[src/hdl/light_map.vh]
/*
  Constants for the ambient light result and configuration register block:
  register offsets, field positions, reset values and conversion timing.
  Assumes it is included by bare name from every design file that needs it.
*/
`ifndef LIGHT_MAP_VH
`define LIGHT_MAP_VH

// ==========================================================================
// Register offsets
`define OFS_LIGHT_RESULT 8'h00
`define OFS_MEAS_CONFIG 8'h01

// ==========================================================================
// Result layout and reset
`define RES_EXP_HI 15
`define RES_EXP_LO 12
`define RES_MANT_HI 11
`define RES_MANT_LO 0
`define RES_RESET 16'h0000

// ==========================================================================
// Configuration layout and reset
`define CFG_RESET 16'hc810
`define CFG_WR_MASK 16'hfe1f
`define CFG_RANGE_HI 15
`define CFG_RANGE_LO 12
`define CFG_CONV_TIME 11
`define CFG_MODE_HI 10
`define CFG_MODE_LO 9
`define CFG_OVERFLOW 8
`define CFG_CONV_READY 7
`define CFG_HIGH_FLAG 6
`define CFG_LOW_FLAG 5
`define CFG_LATCH 4
`define CFG_POLARITY 3
`define CFG_EXP_MASK 2
`define CFG_FAULT_HI 1
`define CFG_FAULT_LO 0

// ==========================================================================
// Range and mode codes
`define RANGE_AUTO 4'hc
`define MODE_SHUTDOWN 2'h0
`define MODE_SINGLE 2'h1

// ==========================================================================
// Conversion timing
`define CLK_CYC_PER_MS 100000
`define CONV_SHORT_MS 100
`define CONV_LONG_MS 800
`define CONV_CNT_W 27

`endif

[src/hdl/conv_timer.v]
/*
  Conversion interval timer: counts one integration period and pulses done.
  Assumes start is a one-cycle pulse that restarts the count from zero.
*/
`timescale 1ns/100ps
`include "light_map.vh"

module conv_timer #(
  parameter SHORT_CYC = `CONV_SHORT_MS * `CLK_CYC_PER_MS,
  parameter LONG_CYC = `CONV_LONG_MS * `CLK_CYC_PER_MS
) (
  // Clock and reset
  input wire clock_i,
  input wire rstn_i,
  // Control
  input wire start_i,
  input wire abort_i,
  input wire long_sel_i,
  // Status
  output reg busy_o,
  output reg done_o
);

  reg [`CONV_CNT_W-1:0] count_q;
  reg [`CONV_CNT_W-1:0] limit_q;

  // ==========================================================================
  // Interval count
  always @(posedge clock_i or negedge rstn_i) begin
    if (!rstn_i) begin
      count_q <= {`CONV_CNT_W{1'b0}};
      limit_q <= {`CONV_CNT_W{1'b0}};
      busy_o <= 1'b0;
      done_o <= 1'b0;
    end else begin
      done_o <= 1'b0;
      if (start_i) begin
        count_q <= {`CONV_CNT_W{1'b0}};
        // Period fixed at start so a later change cannot stretch it
        limit_q <= long_sel_i ? LONG_CYC[`CONV_CNT_W-1:0] : SHORT_CYC[`CONV_CNT_W-1:0];
        busy_o <= 1'b1;
      end else if (abort_i) begin
        busy_o <= 1'b0;
      end else if (busy_o) begin
        if (count_q == limit_q - {{(`CONV_CNT_W-1){1'b0}}, 1'b1}) begin
          busy_o <= 1'b0;
          done_o <= 1'b1;
        end else begin
          count_q <= count_q + {{(`CONV_CNT_W-1){1'b0}}, 1'b1};
        end
      end
    end
  end

endmodule

[src/hdl/result_capture.v]
/*
  Result word holder: captures exponent and mantissa in one write.
  Assumes capture_i is a one-cycle pulse with exponent and mantissa valid.
*/
`timescale 1ns/100ps
`include "light_map.vh"

module result_capture (
  // Clock and reset
  input wire clock_i,
  input wire rstn_i,
  // Capture
  input wire capture_i,
  input wire [3:0] exp_i,
  input wire [11:0] mant_i,
  // Stored word
  output reg [15:0] result_o
);

  // ==========================================================================
  // Single register for both fields
  always @(posedge clock_i or negedge rstn_i) begin
    if (!rstn_i) begin
      result_o <= `RES_RESET;
    end else if (capture_i) begin
      result_o <= {exp_i, mant_i};
    end
  end

endmodule

[src/hdl/light_result_config_regs.v]
/*
  Result and configuration register front end of an ambient light meter.
  Holds the latest conversion as exponent and mantissa, holds the
  configuration word, and sequences conversions of the front end.
  Assumes a register access port on the same clock (bus framing sits
  outside), and a converter on the same clock that presents its mantissa,
  auto-range exponent, overflow and limit results while meas_valid_i is high.
  Every register and output moves on the rising clock edge only; reset is
  asynchronous and active low. The integration interval is counted here in
  clock cycles, so SHORT_CYC and LONG_CYC must match the clock rate in use.
  Converter results are only looked at on the cycle the interval ends, so
  the converter must hold them steady until then.
*/
`timescale 1ns/100ps
`include "light_map.vh"

module light_result_config_regs #(
  parameter SHORT_CYC = `CONV_SHORT_MS * `CLK_CYC_PER_MS,
  parameter LONG_CYC = `CONV_LONG_MS * `CLK_CYC_PER_MS
) (
  // Clock and reset
  input wire clock_i,
  input wire rstn_i,
  // Register access
  input wire reg_wr_i,
  input wire reg_rd_i,
  input wire [7:0] reg_addr_i,
  input wire [15:0] reg_wdata_i,
  output reg [15:0] reg_rdata_o,
  output reg reg_rvalid_o,
  // Converter front end
  input wire meas_valid_i,
  input wire [11:0] meas_mant_i,
  input wire [3:0] meas_auto_exp_i,
  input wire meas_overflow_i,
  input wire limit_high_i,
  input wire limit_low_i,
  output reg conv_active_o,
  output reg [3:0] conv_range_o,
  output reg conv_long_o
);

  // ==========================================================================
  // State
  localparam ST_IDLE = 2'b01;
  localparam ST_CONV = 2'b10;

  reg [1:0] state_q;
  reg [1:0] state_d;
  reg [15:0] config_q;
  reg start_q;
  reg [3:0] done_exp;
  reg [11:0] done_mant;

  // Next values
  reg start_d;
  reg [15:0] config_d;
  reg [15:0] rdata_d;
  reg active_d;
  reg [3:0] range_d;
  reg long_d;

  wire [15:0] result_word;
  wire timer_done;
  wire start_go;
  wire shot_end;
  wire cfg_wr;
  wire cfg_rd;
  wire [15:0] cfg_new;
  wire [1:0] mode_now;
  wire [3:0] range_now;
  wire conv_done;

  // ==========================================================================
  // Helpers
  function mode_runs;
    input [1:0] mode;
    begin
      mode_runs = (mode != `MODE_SHUTDOWN);
    end
  endfunction

  function mode_repeats;
    input [1:0] mode;
    begin
      // Both remaining codes mean continuous
      mode_repeats = (mode != `MODE_SHUTDOWN) && (mode != `MODE_SINGLE);
    end
  endfunction

  // Unmapped offsets read as zero so a stray poll never shows stale data
  function [15:0] read_word;
    input [7:0] addr;
    input [15:0] result;
    input [15:0] cfg_word;
    begin
      case (addr)
        `OFS_LIGHT_RESULT: begin
          read_word = result;
        end
        `OFS_MEAS_CONFIG: begin
          read_word = cfg_word;
        end
        default: begin
          read_word = 16'h0000;
        end
      endcase
    end
  endfunction

  function [3:0] report_exp;
    input [3:0] range;
    input mask_en;
    input [3:0] auto_exp;
    begin
      if (range == `RANGE_AUTO) begin
        report_exp = auto_exp;
      end else if (mask_en && (range < `RANGE_AUTO)) begin
        report_exp = 4'h0;
      end else begin
        report_exp = range;
      end
    end
  endfunction

  assign cfg_wr = reg_wr_i && (reg_addr_i == `OFS_MEAS_CONFIG);
  assign cfg_rd = reg_rd_i && (reg_addr_i == `OFS_MEAS_CONFIG);
  // Read-only flag bits keep their own value on a write
  assign cfg_new = (reg_wdata_i & `CFG_WR_MASK) | (config_q & ~`CFG_WR_MASK);
  assign mode_now = config_q[`CFG_MODE_HI:`CFG_MODE_LO];
  assign range_now = config_q[`CFG_RANGE_HI:`CFG_RANGE_LO];
  // A finish landing with a write is dropped: the write aborted it
  assign conv_done = timer_done && meas_valid_i && !cfg_wr;
  // A start pulse meeting a write yields: that write restarts or stops it
  assign start_go = start_q && !cfg_wr;
  assign shot_end = timer_done && !cfg_wr && (mode_now == `MODE_SINGLE);

  // ==========================================================================
  // Result exponent selection
  always @* begin
    done_exp = report_exp(range_now, config_q[`CFG_EXP_MASK], meas_auto_exp_i);
    done_mant = meas_mant_i;
  end

  // ==========================================================================
  // Sequencer
  always @* begin
    state_d = state_q;
    case (state_q)
      ST_IDLE: begin
        if (start_go) begin
          state_d = ST_CONV;
        end
      end
      ST_CONV: begin
        if (cfg_wr) begin
          state_d = ST_IDLE;
        end else if (timer_done) begin
          state_d = ST_IDLE;
        end
      end
      default: begin
        // An illegal code falls back to idle
        state_d = ST_IDLE;
      end
    endcase
  end

  always @(posedge clock_i or negedge rstn_i) begin
    if (!rstn_i) begin
      state_q <= ST_IDLE;
      start_q <= 1'b0;
    end else begin
      state_q <= state_d;
      start_q <= start_d;
    end
  end

  // ==========================================================================
  // Start request
  always @* begin
    start_d = 1'b0;
    if (cfg_wr) begin
      // New conversion only if the written mode asks for one
      start_d = mode_runs(cfg_new[`CFG_MODE_HI:`CFG_MODE_LO]);
    end else if (timer_done && mode_repeats(mode_now)) begin
      // Continuous mode queues the next run straight away
      start_d = 1'b1;
    end
  end

  // ==========================================================================
  // Configuration next value
  always @* begin
    config_d = config_q;
    if (cfg_wr) begin
      config_d = cfg_new;
    end
    // Single shot returns itself to shutdown when its run ends
    if (shot_end) begin
      config_d[`CFG_MODE_HI:`CFG_MODE_LO] = `MODE_SHUTDOWN;
    end
    // Ready flag: a read clears, but a finish in the same cycle wins
    if (cfg_rd) begin
      config_d[`CFG_CONV_READY] = 1'b0;
    end
    if (conv_done) begin
      config_d[`CFG_CONV_READY] = 1'b1;
      config_d[`CFG_OVERFLOW] = meas_overflow_i;
    end
    // Limit flags: transparent follow, or sticky until a read when latched
    if (config_q[`CFG_LATCH]) begin
      if (cfg_rd) begin
        config_d[`CFG_HIGH_FLAG] = 1'b0;
        config_d[`CFG_LOW_FLAG] = 1'b0;
      end
      if (conv_done && limit_high_i) begin
        config_d[`CFG_HIGH_FLAG] = 1'b1;
      end
      if (conv_done && limit_low_i) begin
        config_d[`CFG_LOW_FLAG] = 1'b1;
      end
    end else if (conv_done) begin
      config_d[`CFG_HIGH_FLAG] = limit_high_i;
      config_d[`CFG_LOW_FLAG] = limit_low_i;
    end
  end

  // ==========================================================================
  // Configuration word
  always @(posedge clock_i or negedge rstn_i) begin
    if (!rstn_i) begin
      config_q <= `CFG_RESET;
    end else begin
      config_q <= config_d;
    end
  end

  // ==========================================================================
  // Register reads
  // Data holds until the next read
  always @* begin
    rdata_d = reg_rdata_o;
    if (reg_rd_i) begin
      rdata_d = read_word(reg_addr_i, result_word, config_q);
    end
  end

  always @(posedge clock_i or negedge rstn_i) begin
    if (!rstn_i) begin
      reg_rdata_o <= 16'h0000;
      reg_rvalid_o <= 1'b0;
    end else begin
      reg_rdata_o <= rdata_d;
      reg_rvalid_o <= reg_rd_i;
    end
  end

  // ==========================================================================
  // Front end controls
  // Copies are registered so the front end never sees a half-written word
  always @* begin
    active_d = (state_d == ST_CONV);
    range_d = range_now;
    long_d = config_q[`CFG_CONV_TIME];
  end

  always @(posedge clock_i or negedge rstn_i) begin
    if (!rstn_i) begin
      conv_active_o <= 1'b0;
      conv_range_o <= `RANGE_AUTO;
      conv_long_o <= 1'b1;
    end else begin
      conv_active_o <= active_d;
      conv_range_o <= range_d;
      conv_long_o <= long_d;
    end
  end

  // ==========================================================================
  // Submodules
  conv_timer #(
    .SHORT_CYC(SHORT_CYC),
    .LONG_CYC(LONG_CYC)
  ) u_timer (
    .clock_i(clock_i),
    .rstn_i(rstn_i),
    .start_i(start_go),
    .abort_i(cfg_wr),
    .long_sel_i(config_q[`CFG_CONV_TIME]),
    .busy_o(),
    .done_o(timer_done)
  );

  result_capture u_result (
    .clock_i(clock_i),
    .rstn_i(rstn_i),
    .capture_i(conv_done),
    .exp_i(done_exp),
    .mant_i(done_mant),
    .result_o(result_word)
  );

endmodule

[config.mk]
export PLATFORM = sky130hd
export DESIGN_NAME = light_result_config_regs
export DESIGN_NICKNAME = d
export VERILOG_FILES = /design/src/hdl/conv_timer.v /design/src/hdl/result_capture.v /design/src/hdl/light_result_config_regs.v
export VERILOG_INCLUDE_DIRS = /design/src /design/src/hdl
export SDC_FILE = /design/constraint.sdc
export NUM_CORES = 1
export LEC_CHECK = 0
export ABC_AREA = 1
export BUFFER_PORTS_ARGS = -buffer_cell sky130_fd_sc_hd__buf_2
export CELL_PAD_IN_SITES_DETAIL_PLACEMENT = 0
export CELL_PAD_IN_SITES_GLOBAL_PLACEMENT = 1
export CORE_ASPECT_RATIO = 0.9
export CORE_UTILIZATION = 30
export CTS_CLUSTER_DIAMETER = 50
export CTS_CLUSTER_SIZE = 12
export DETAILED_ROUTE_END_ITERATION = 10
export PLACE_DENSITY = 0.66
export SYNTH_ARGS = -nofsm -noshare
export SYNTH_HDL_FRONTEND = slang
export SYNTH_HIERARCHICAL = 1
export SYNTH_SLANG_ARGS = --single-unit
[constraint.sdc]
create_clock -name clock_i -period 2.15 [get_ports clock_i]
set_clock_uncertainty 0.1 [all_clocks]
set_input_delay 0.215 -clock clock_i [delete_from_list [all_inputs] [get_ports clock_i]]
set_output_delay 0.215 -clock clock_i [all_outputs]
set_load 0.1 [all_outputs]
==> results of run 1 <==
area by class of cell:
type / instances / area [µm²]
clock buffer: 11 / 253
fill: 1752 / 10300
sequential: 90 / 2260
clock inverter: 5 / 45.0
inverter: 77 / 297
multi-input combinational: 503 / 2590
timing repair buffer: 123 / 922
tap: 235 / 294
layer usage:
layer,track usage [%],part of all wire (%)
met1,22.9,49
met2,27.8,47
met3,3.11,3.5
met4,3.96,0.91
met5,0,0
metrics by stage:
stage          std cells  instance area, µm²  setup slack (ns)  TNS [ns]  hold slack (ns)
2_1_floorplan        693                5230            0.0864         0           -0.181
3_3_place_gp         997                5970            0.0144         0           0.0415
3_5_place_dp         997                5970            0.0139         0           0.0443
4_1_cts             1040                6550           0.00636         0         0.000586
5_1_grt             1044                6660           -0.0633     -1.08           0.0233
6_report            1044                6660            0.0409         0          0.00172
power groups by stage:
| stage | Clock, mW | Combinational, mW | Sequential (mW) |
|---|---|---|---|
| floorplan | 0 | 0.225 | 1.92 |
| global placement | 0 | 0.432 | 1.88 |
| detailed placement | 0 | 0.448 | 1.88 |
| CTS | 1.64 | 0.497 | 1.85 |
| global route | 1.72 | 0.570 | 1.86 |
| finish | 1.61 | 0.517 | 1.84 |
how the worst min path moves through the flow:
stage | from | endpoint
after detailed placement | rstn_i | u_result/result_o[2]
after global placement | rstn_i | u_result/result_o[2]
final | reg_wdata_i[12] | config_q[12]
after floorplan | rstn_i | config_q[0]
after CTS | reg_wdata_i[4] | config_q[4]
after global routing | reg_wdata_i[12] | config_q[12]
state kept, by name, indices dropped and copies added, names as in the netlist:
name / flops
u_timer/count_q: 27
config_q: 16
u_timer/limit_q: 3
reg_rdata_o: 16
start_q: 1
conv_range_o: 4
u_timer/done_o: 1
state_q: 2
conv_active_o: 1
conv_long_o: 1
u_result/result_o: 16
reg_rvalid_o: 1
u_timer/busy_o: 1
timing repair:
| action | CTS | global route |
|---|---|---|
| gates cloned | 1 | 1 |
| resized for setup | 2 | 17 |
| setup endpoints to repair | 15 | 28 |
| endpoints found under the hold margin | 72 | 1 |
| pin swaps | 1 | 27 |
| setup buffers | 1 | 2 |
| hold buffers | 25 | 1 |
worst max-delay path: cells and delay by family (launching register included):
family | cells | cell delay (ns)
adder cells (fa/ha/maj) | 1 | 0.18
buffers and inverters | 2 | 0.32
flip-flops | 1 | 0.39
AND/OR/NAND/NOR | 9 | 1.01
cell families (layout without fill, tap and decap cells):
family | Yosys count | after routing | synth area share, %
flip-flops | 90 | 90 | 43.3
AO/OA/AOI/OAI | 18 | 18 | 1.94
XOR/XNOR | 22 | 22 | 3.69
AND/OR/NAND/NOR | 457 | 458 | 41.2
buffers and inverters | 101 | 216 | 8.76
adder cells (fa/ha/maj) | 5 | 5 | 1.20
cell usage in the layout, fill, tap and decap left out, types with 6 or more instances in the layout:
cell type	netlist	final
nand4_1	34	34
nor2_1	55	51
inv_2	10	10
buf_12	1	6
dfstp_2	8	8
nor2_2	3	6
nand3_2	10	12
buf_4	1	24
nand3_1	83	81
clkbuf_16	0	10
nand2_1	235	230
buf_2	7	65
dlygate4sd3_1	0	26
dfrtp_1	82	82
inv_1	65	64
o21ai_0	7	7
xor2_1	19	19
nand2_2	23	27
==> flow_metrics.py, run 1 <==
metrics = {
    "run_status": {
        "outcome": "completed",
    },
    "floorplanning": {
        "dieWidth_um": 141,
        "num_rows": 45,
        "chip_height_um": 127,
        "pin_count": 71,
        "die-area_um2": 18000,
        "core-area_um2": 16900,
        "start_util_pct": 30.9,
    },
    "grt": {
        "overflow": 0,
        "number_of_antenna_violations_at_the_first_check_in_global_routing": 0,
        "grt_pass1_vias": 4688,
        "grt_pass1_wl_um": 23700,
        "grt_max_degree": 31,
        "total_routing_resource_utilization_after_global_routing_pct": 16.9,
    },
    "clocking": {
        "insertion_delay_ns": 0.35,
        "cts_root_buf": "clkbuf_16",
        "htreeDepth": 3,
        "clk_pin_slew_ns": 0.07,
        "tritoncts_num_sinks": 90,
        "cts_buffer_count": 9,
        "cts_tree": "built",
        "max-clock-path-buffers": 2,
    },
    "power_and_ir_drop": {
        "cell_internal_pwr_mw": 2.84,
        "p_switching_mw": 1.12,
        "power-per-cell-area_nw_per_um2": 596,
        "clk_pwr_share_pct": 40.5,
        "power.sequential.fraction_pct": 46.5,
        "combinationalPowerShare_pct": 13.0,
        "switching_share_of_power_pct": 28.3,
        "vdd.ir_drop.worst_v": 0.000353,
        "p_leak_nw": 3.57,
        "report.power.total_mw": 3.97,
    },
    "setup_path": {
        "worst_setup_path_endpoint": "u_timer/count_q[23]",
        "cp.arrival_ns": 2.25,
        "startpoint": "u_timer/limit_q[23]",
        "timing.critical_path.mode_cell": "nor2_2",
        "reg2reg_setup_slack_ns": 0.04,
        "critical_path_peak_fanout": 8,
        "r2r-start": "u_timer/limit_q[23]",
        "critPathCaptureType": "register",
        "setup.worst_path.class": "register to register",
        "regToRegEndpoint": "u_timer/count_q[23]",
        "worstPathRequired_ns": 2.29,
        "cp_slowest_cell": "dfrtp_1",
        "timing.critical_path.from_type": "register",
        "maximum_single_stage_delay_on_the_critical_path_ns": 0.39,
        "r2r_cells": 12,
        "crit_path_cell_trace": "inv_2 > ha_1 > nor2_1 > nor2_2 > nand3_2 > nor2_2 > nand3_1 > nor2_2 > nand2_4 > clkbuf_16 > nand4_1 > nand2_1",
    },
    "place": {
        "finalWeightedCongestion": 0.861,
        "portBuffers": 66,
        "detailedPlacementHpwl_um": 10300,
    },
    "logic_synthesis": {
        "synth_seq_cells": 90,
        "synth_warnings": 6,
        "share_of_synthesized_flip_flops_with_an_asynchronous_set_or_reset_pct": 100,
        "synth_commonest_cells": "nand2_1 (235), nand3_1 (83), dfrtp_1 (82)",
        "ys_top_cells_by_area": "dfrtp_1 (39%), nand2_1 (17%), nand3_1 (7.9%)",
        "yosysMostFrequentCell": "nand2_1",
        "number_of_distinct_library_cells_after_synthesis": 38,
        "synth.cell_area_um2": 5230,
        "ys_seq_area_share_pct": 43.3,
        "synth_top_area_share_pct": 39.2,
        "synth_area_per_cell_um2": 7.55,
        "synthFlopType": "dfrtp_1",
        "synth_largest_area_cell": "dfrtp_1",
        "synth_enable_flop_cells": 0,
        "synth_nets": 746,
        "synth_cells": 693,
    },
    "finish": {
        "layout.nets": 857,
        "area_growth_syn_to_layout_pct": 27.4,
        "final_core_utilization_pct": 39.3,
        "layout-drive-gt1-share_pct": 24.0,
        "num_antenna_cells": 0,
    },
    "sta": {
        "fmax_mhz": 474,
        "pins_over_their_slew_limit": 0,
        "timing_hold_violations_final": 0,
        "min_period_ns": 2.11,
        "grt_setup_unrepaired": "yes",
        "layout_worst_path_cycle_share_pct": 98.1,
        "worstMarginPinSlew_ns": 0.649,
        "max_slew_margin_pct": 56.7,
        "setup_viol": 0,
    },
    "detailed_routing": {
        "drt_iter0_drc": 233,
        "drc": 0,
        "drt_first_pass_iters": 7,
        "drtAntennaViolNets": 0,
        "detail_route.vias_per_cell": 4.67,
        "vias": 4875,
        "routedWlPerCell_um": 14.0,
        "wirelength_um": 14600,
    },
    "worst_hold_path": {
        "worst_hold_path_type": "primary input to register",
        "worstHoldPathCells": 3,
    },
    "run": {
        "max_cap_violations": 0,
    },
}
No activity file was read; power rests on OpenSTA's default activity.
==> run 2: changes to the inputs <==
--- a/config.mk
+++ b/config.mk
@@ -6,16 +6,15 @@
 export SDC_FILE = /design/constraint.sdc
 export NUM_CORES = 1
 export LEC_CHECK = 0
-export ABC_AREA = 1
 export BUFFER_PORTS_ARGS = -buffer_cell sky130_fd_sc_hd__buf_2
 export CELL_PAD_IN_SITES_DETAIL_PLACEMENT = 0
 export CELL_PAD_IN_SITES_GLOBAL_PLACEMENT = 1
 export CORE_ASPECT_RATIO = 0.9
-export CORE_UTILIZATION = 30
+export CORE_UTILIZATION = 40
 export CTS_CLUSTER_DIAMETER = 50
 export CTS_CLUSTER_SIZE = 12
 export DETAILED_ROUTE_END_ITERATION = 10
-export PLACE_DENSITY = 0.66
+export PLACE_DENSITY = 0.8
 export SYNTH_ARGS = -nofsm -noshare
 export SYNTH_HDL_FRONTEND = slang
 export SYNTH_HIERARCHICAL = 1
==> flow_metrics.py, run 2 <==
metrics = {
    "detailed_routing": {
        "wl_met3_um": 295,
        "drtAntennaViolNets": 0,
        "wirelength_um": 11300,
        "drt_iter0_drc": 226,
        "wl_met2_um": 5540,
        "route.layer.met1.wl_um": 5320,
        "routedWlPerCell_um": 15.7,
        "maxUsedRoutingLayer": "met4",
        "detail_route.vias_per_cell": 5.32,
        "drc": 0,
        "vias": 3830,
        "drt_first_pass_iters": 4,
    },
    "logic_synthesis": {
        "ys_seq_area_share_pct": 49.8,
        "synth_top_area_share_pct": 45.2,
        "synth_area_per_cell_um2": 10.5,
        "number_of_distinct_library_cells_after_synthesis": 57,
        "ys_top_cells_by_area": "dfrtp_1 (45%), dfstp_2 (4.6%), mux2_4 (4.3%)",
        "synth.cell_area_um2": 4540,
        "synth_largest_area_cell": "dfrtp_1",
        "synth_nets": 485,
        "yosysMostFrequentCell": "dfrtp_1",
        "synth_commonest_cells": "dfrtp_1 (82), a21oi_1 (37), o21ai_0 (34)",
        "synth_seq_cells": 90,
        "synthFlopType": "dfrtp_1",
        "synth_enable_flop_cells": 0,
        "synth_cells": 432,
        "share_of_synthesized_flip_flops_with_an_asynchronous_set_or_reset_pct": 100,
        "synth_warnings": 6,
    },
    "setup_path": {
        "r2r_cells": 10,
        "cp.arrival_ns": 2.77,
        "critPathCaptureType": "register",
        "critical_path_peak_fanout": 20,
        "crit_path_cell_trace": "inv_4 > ha_4 > or4b_4 > a31oi_4 > a211oi_2 > nand4_2 > o21ai_4 > buf_12 > or4_1 > a21oi_2",
        "startpoint": "u_timer/limit_q[20]",
        "timing.critical_path.from_type": "register",
        "cp_slowest_cell": "or4b_4",
        "regToRegEndpoint": "u_timer/count_q[9]",
        "maximum_single_stage_delay_on_the_critical_path_ns": 0.50,
        "reg2reg_setup_slack_ns": -0.45,
        "setup.worst_path.class": "register to register",
        "r2r-start": "u_timer/limit_q[20]",
        "worstPathRequired_ns": 2.33,
        "worst_setup_path_endpoint": "u_timer/count_q[9]",
    },
    "grt": {
        "number_of_antenna_violations_at_the_first_check_in_global_routing": 0,
        "overflow": 0,
        "grt_pass1_vias": 3574,
        "total_routing_resource_utilization_after_global_routing_pct": 19.0,
        "grt_pass1_wl_um": 17300,
        "grt_max_degree": 45,
    },
    "floorplanning": {
        "die-area_um2": 11800,
        "core-area_um2": 10900,
        "start_util_pct": 41.5,
        "pin_count": 71,
        "dieWidth_um": 114,
        "chip_height_um": 103,
        "num_rows": 36,
    },
    "worst_hold_path": {
        "worst_hold_path_type": "primary input to register",
        "worstHoldPathCells": 2,
    },
    "place": {
        "detailedPlacementHpwl_um": 7620,
        "pre_cts_ws_ns": -0.409,
        "portBuffers": 66,
        "postPlaceCellArea_um2": 5360,
        "placed_cells_incl_taps": 680,
        "finalWeightedCongestion": 0.836,
    },
    "sta": {
        "fmax_mhz": 385,
        "timing.setup.tns_ns": -10.35,
        "layout_worst_path_cycle_share_pct": 121,
        "pins_over_their_slew_limit": 0,
        "grt_setup_unrepaired": "yes",
        "min_period_ns": 2.60,
        "max_slew_margin_pct": 38.4,
        "setup_viol": 28,
        "worstMarginPinSlew_ns": 0.922,
        "timing.final.ws_setup_ns": -0.446,
        "timing_hold_violations_final": 0,
    },
    "finish": {
        "final-instance-count-excl-fill": 720,
        "layout-drive-gt1-share_pct": 38.6,
        "fillCellCount": 983,
        "layout.cells.most_common": "dfrtp_1",
        "registers.top_by_ff_count": "u_timer/count_q",
        "layout.nets": 616,
        "layout_common_cells": "dfrtp_1 (81), buf_2 (65), buf_4 (49)",
        "number_of_flip_flops_in_the_largest_register": 27,
        "area_growth_syn_to_layout_pct": 33.7,
        "fin_area_um2": 6070,
        "num_antenna_cells": 0,
    },
    "run_status": {
        "failed_checks": "setup timing",
        "outcome": "complete, but fails checks",
    },
    "clocking": {
        "cts_tree": "built",
        "tritoncts_num_sinks": 90,
        "insertion_delay_ns": 0.35,
        "cts_buffer_count": 9,
        "clk_pin_slew_ns": 0.07,
        "cts_root_buf": "clkbuf_16",
        "max-clock-path-buffers": 2,
        "htreeDepth": 3,
    },
    "power_and_ir_drop": {
        "report.power.total_mw": 4.06,
        "vdd.ir_drop.worst_v": 0.000463,
        "p_leak_nw": 2.69,
        "power-per-cell-area_nw_per_um2": 669,
    },
    "run": {
        "max_cap_violations": 0,
    },
}
[run 2: cell types whose count changed in the layout (fill, tap and decap cells not counted), moves of 19 or more]
cell / change
nand2_2: -27
nand2_1: -205
nand3_1: -71
inv_1: -33
o21ai_0: +19
nor2_1: -40
nand4_1: -27
buf_4: +25
a21oi_1: +21
[run 2: worst min-delay path by stage]
stage	to	start	slack (ns)
after CTS	config_q[0]	reg_wdata_i[0]	0.001
after global routing	u_result/result_o[5]	meas_mant_i[5]	0.004
after floorplan	config_q[0]	rstn_i	-0.18
after global placement	u_timer/count_q[12]	rstn_i	0.15
final	config_q[13]	reg_wdata_i[13]	0.009
after detailed placement	u_timer/count_q[13]	rstn_i	0.16
[run 2: report_power, final]
part | switching (mW) | internal (mW) | total (mW) | leakage, nW
clock network | 0.688 | 0.916 | 1.60 | 0.148
logic | 0.316 | 0.280 | 0.596 | 1.35
registers | 0.0679 | 1.79 | 1.86 | 1.19
[run 2: cell families (layout without fill, tap and decap cells)]
family / count (synthesis) / count (layout) / synth area share [%]
AO/OA/AOI/OAI: 123 / 123 / 16.5
XOR/XNOR: 6 / 6 / 1.16
adder cells (fa/ha/maj): 5 / 5 / 1.38
buffers and inverters: 55 / 191 / 6.12
flip-flops: 90 / 90 / 49.8
multiplexers: 32 / 32 / 8.93
AND/OR/NAND/NOR: 121 / 121 / 16.1
[run 2: layout make-up]
| class | count | area, µm² | area share, % |
|---|---|---|---|
| clock inverter | 6 | 73.8 | 1.22 |
| multi-input combinational | 287 | 2160 | 35.6 |
| timing repair buffer | 142 | 1020 | 16.9 |
| tap | 152 | 190 | 3.13 |
| inverter | 33 | 126 | 2.08 |
| clock buffer | 10 | 229 | 3.77 |
| sequential | 90 | 2260 | 37.3 |
[run 2: per-layer routing]
layer  track usage (%)  up-vias
met5                 0        -
met4              5.49        0
met3              4.70       13
met2              29.8       68
met1              26.0     1905
li1                  -     1844
[run 2: per-stage QoR]
step,util [%],hold slack [ns]
2_1_floorplan,-,-0.181
3_3_place_gp,49.0,0.150
3_5_place_dp,49.0,0.157
4_1_cts,53.7,0.00112
5_1_grt,55.4,0.00402
6_report,55.4,0.00914
[run 2: repair_timing]
| item | in CTS | in global routing |
|---|---|---|
| pin swaps | 4 | 4 |
| hold endpoints to repair | 55 | 1 |
| gates cloned | 0 | 2 |
| gates resized for setup | 8 | 31 |
| setup buffers | 1 | 2 |
| setup endpoints to repair | 28 | 29 |
| hold buffers | 18 | 1 |
[run 2: critical path, delay by kind of cell, from the launching register on]
family                     cells  cell delay, ns
AOI/OAI and AO/OA              4            0.48
adders and majority gates      1            0.12
buffers and inverters          2            0.26
DFF                            1            0.44
and+or+nand+nor                3            1.13
==> run 3: changes to the inputs <==
--- a/config.mk
+++ b/config.mk
@@ -10,6 +10,7 @@
 export CELL_PAD_IN_SITES_DETAIL_PLACEMENT = 0
 export CELL_PAD_IN_SITES_GLOBAL_PLACEMENT = 1
 export CORE_ASPECT_RATIO = 0.9
+export CORE_MARGIN = 1.5
 export CORE_UTILIZATION = 40
 export CTS_CLUSTER_DIAMETER = 50
 export CTS_CLUSTER_SIZE = 12
==> flow_metrics.py, run 3 (synthesis gave the netlist of run 2 again) <==
metrics = {
    "run_status": {
        "outcome": "complete, but fails checks",
        "failed_checks": "setup timing",
    },
    "finish": {
        "seqCellArea_um2": 2260,
        "layout_common_cells": "dfrtp_1 (81), buf_2 (65), buf_4 (45)",
        "layout.cells.most_common": "dfrtp_1",
        "registers.top_by_ff_count": "u_timer/count_q",
        "final-instance-count-excl-fill": 708,
        "area_growth_syn_to_layout_pct": 33.1,
        "number_of_flip_flops_in_the_largest_register": 27,
        "layout-drive-gt1-share_pct": 39.6,
        "layout.nets": 604,
        "multi_input_area_um2": 2200,
        "num_antenna_cells": 0,
        "fillCellCount": 956,
        "final_core_utilization_pct": 55.2,
    },
    "floorplanning": {
        "dieWidth_um": 115,
        "core-area_um2": 10900,
        "num_rows": 36,
        "die-area_um2": 12000,
        "pin_count": 71,
        "start_util_pct": 41.5,
        "chip_height_um": 104,
    },
    "grt": {
        "grt_pass1_wl_um": 18400,
        "overflow": 0,
        "grt_pass1_vias": 3686,
        "grt_max_degree": 71,
        "total_routing_resource_utilization_after_global_routing_pct": 19.4,
        "number_of_antenna_violations_at_the_first_check_in_global_routing": 0,
    },
    "clocking": {
        "htreeDepth": 3,
        "cts_tree": "built",
        "tritoncts_num_sinks": 90,
        "cts_root_buf": "clkbuf_16",
        "cts_buffer_count": 9,
        "max-clock-path-buffers": 2,
        "clk_pin_slew_ns": 0.07,
        "insertion_delay_ns": 0.34,
    },
    "detailed_routing": {
        "wirelength_um": 11300,
        "drtAntennaViolNets": 0,
        "drc": 0,
        "vias": 3774,
        "routedWlPerCell_um": 16.0,
        "detail_route.vias_per_cell": 5.33,
        "drt_first_pass_iters": 4,
        "drt_iter0_drc": 140,
    },
    "setup_path": {
        "cp.arrival_ns": 2.78,
        "cp_top_family": "simple AND/OR/NAND/NOR gates",
        "reg2reg_setup_slack_ns": -0.46,
        "crit_path_cell_trace": "inv_4 > ha_4 > or4b_4 > a31oi_4 > a211oi_4 > nand4_4 > o21ai_4 > buf_12 > or4_4 > a21oi_2",
        "critPathCaptureType": "register",
        "worstPathRequired_ns": 2.32,
        "timing.critical_path.from_type": "register",
        "r2r-start": "u_timer/limit_q[20]",
        "startpoint": "u_timer/limit_q[20]",
        "cp_num_buf_inv": 2,
        "critical_path_peak_fanout": 8,
        "r2r_cells": 10,
        "regToRegEndpoint": "u_timer/count_q[24]",
        "setup.worst_path.class": "register to register",
        "cp_slowest_cell": "or4_4",
        "maximum_single_stage_delay_on_the_critical_path_ns": 0.51,
    },
    "sta": {
        "min_period_ns": 2.61,
        "fmax_mhz": 383,
        "layout_worst_path_cycle_share_pct": 122,
        "timing_hold_violations_final": 0,
        "max_slew_margin_pct": 43.1,
        "pins_over_their_slew_limit": 0,
        "grt_setup_unrepaired": "yes",
        "timing.final.ws_setup_ns": -0.462,
        "worstMarginPinSlew_ns": 0.853,
        "timing.setup.tns_ns": -11.32,
        "setup_viol": 28,
    },
    "worst_hold_path": {
        "worstHoldPathCells": 2,
        "worst_hold_startpoint": "reg_wdata_i[3]",
        "hold_end": "config_q[3]",
        "worst_hold_path_type": "primary input to register",
    },
    "place": {
        "finalWeightedCongestion": 0.849,
        "portBuffers": 66,
        "pre_cts_ws_ns": -0.409,
        "placed_cells_incl_taps": 679,
        "detailedPlacementHpwl_um": 7720,
    },
    "power_and_ir_drop": {
        "p_leak_nw": 2.68,
        "power-per-cell-area_nw_per_um2": 693,
        "report.power.total_mw": 4.18,
        "vdd.ir_drop.worst_v": 0.000602,
    },
    "run": {
        "max_cap_violations": 0,
    },
}
## run 3: cell count changes in the layout (fill, tap and decap cells not counted), moves of 3 or more
cell	change
buf_4	-4
clkinv_4	-3
dlygate4sd3_1	-9
o21ai_2	-3
or3_1	-3
or3_4	+3
or4_1	-3
or4_4	+3
## run 3: worst max path at each step
stage | slack [ns] | depth (start not counted) | endpoint
after floorplan | -0.48 | 12 | u_timer/count_q[24]
after global placement | -0.30 | 11 | u_timer/count_q[7]
after detailed placement | -0.41 | 11 | u_timer/count_q[8]
after CTS | -0.40 | 10 | u_timer/count_q[24]
after global routing | -0.53 | 10 | u_timer/count_q[13]
final | -0.46 | 10 | u_timer/count_q[24]
## run 3: layout make-up
cell class	instances	area share [%]
clock inverter	7	1.74
tap	152	3.15
clock buffer	9	3.73
inverter	33	2.09
multi-input combinational	287	36.4
sequential	90	37.5
timing repair buffer	130	15.4
## run 3: metrics by stage
step,hold WS [ns],cell area [µm²]
finish,0.00763,6040
global route,0.00685,6040
detailed placement,0.0209,5360
CTS,0.000134,5820
global placement,0.0197,5360
floorplan,-0.181,4580
## run 3: layer usage
metal	GRT usage (%)	part of all wire (%)	vias to the layer above
met3	3.67	2.9	13
met4	6.44	1.4	0
li1	-	-	1816
met1	26.7	47	1884
met5	0	0	-
met2	30.7	49	61
## run 3: power breakdown
part / total [mW] / internal, mW / leakage, nW / switching (mW)
registers: 1.86 / 1.79 / 1.19 / 0.0643
clock network: 1.73 / 1.04 / 0.159 / 0.695
logic: 0.592 / 0.273 / 1.32 / 0.319
## run 3: what timing repair did
action                                  in CTS  in global routing
setup buffers                                1                  1
resized for setup                            9                 37
hold endpoints to repair                    28                  1
pin swaps                                    3                 10
hold buffers                                 9                  1
endpoints found under the setup margin      28                 29
gates cloned                                 0                  2
## run 3: worst register-to-register path, stage by stage, from the launching register on
cell and delay (ns):
dfrtp_2 0.44, inv_4 0.08, ha_4 0.12, or4b_4 0.49, a31oi_4 0.20, a211oi_4 0.06, nand4_4 0.12, o21ai_4 0.11
buf_12 0.19, or4_4 0.51, a21oi_2 0.12
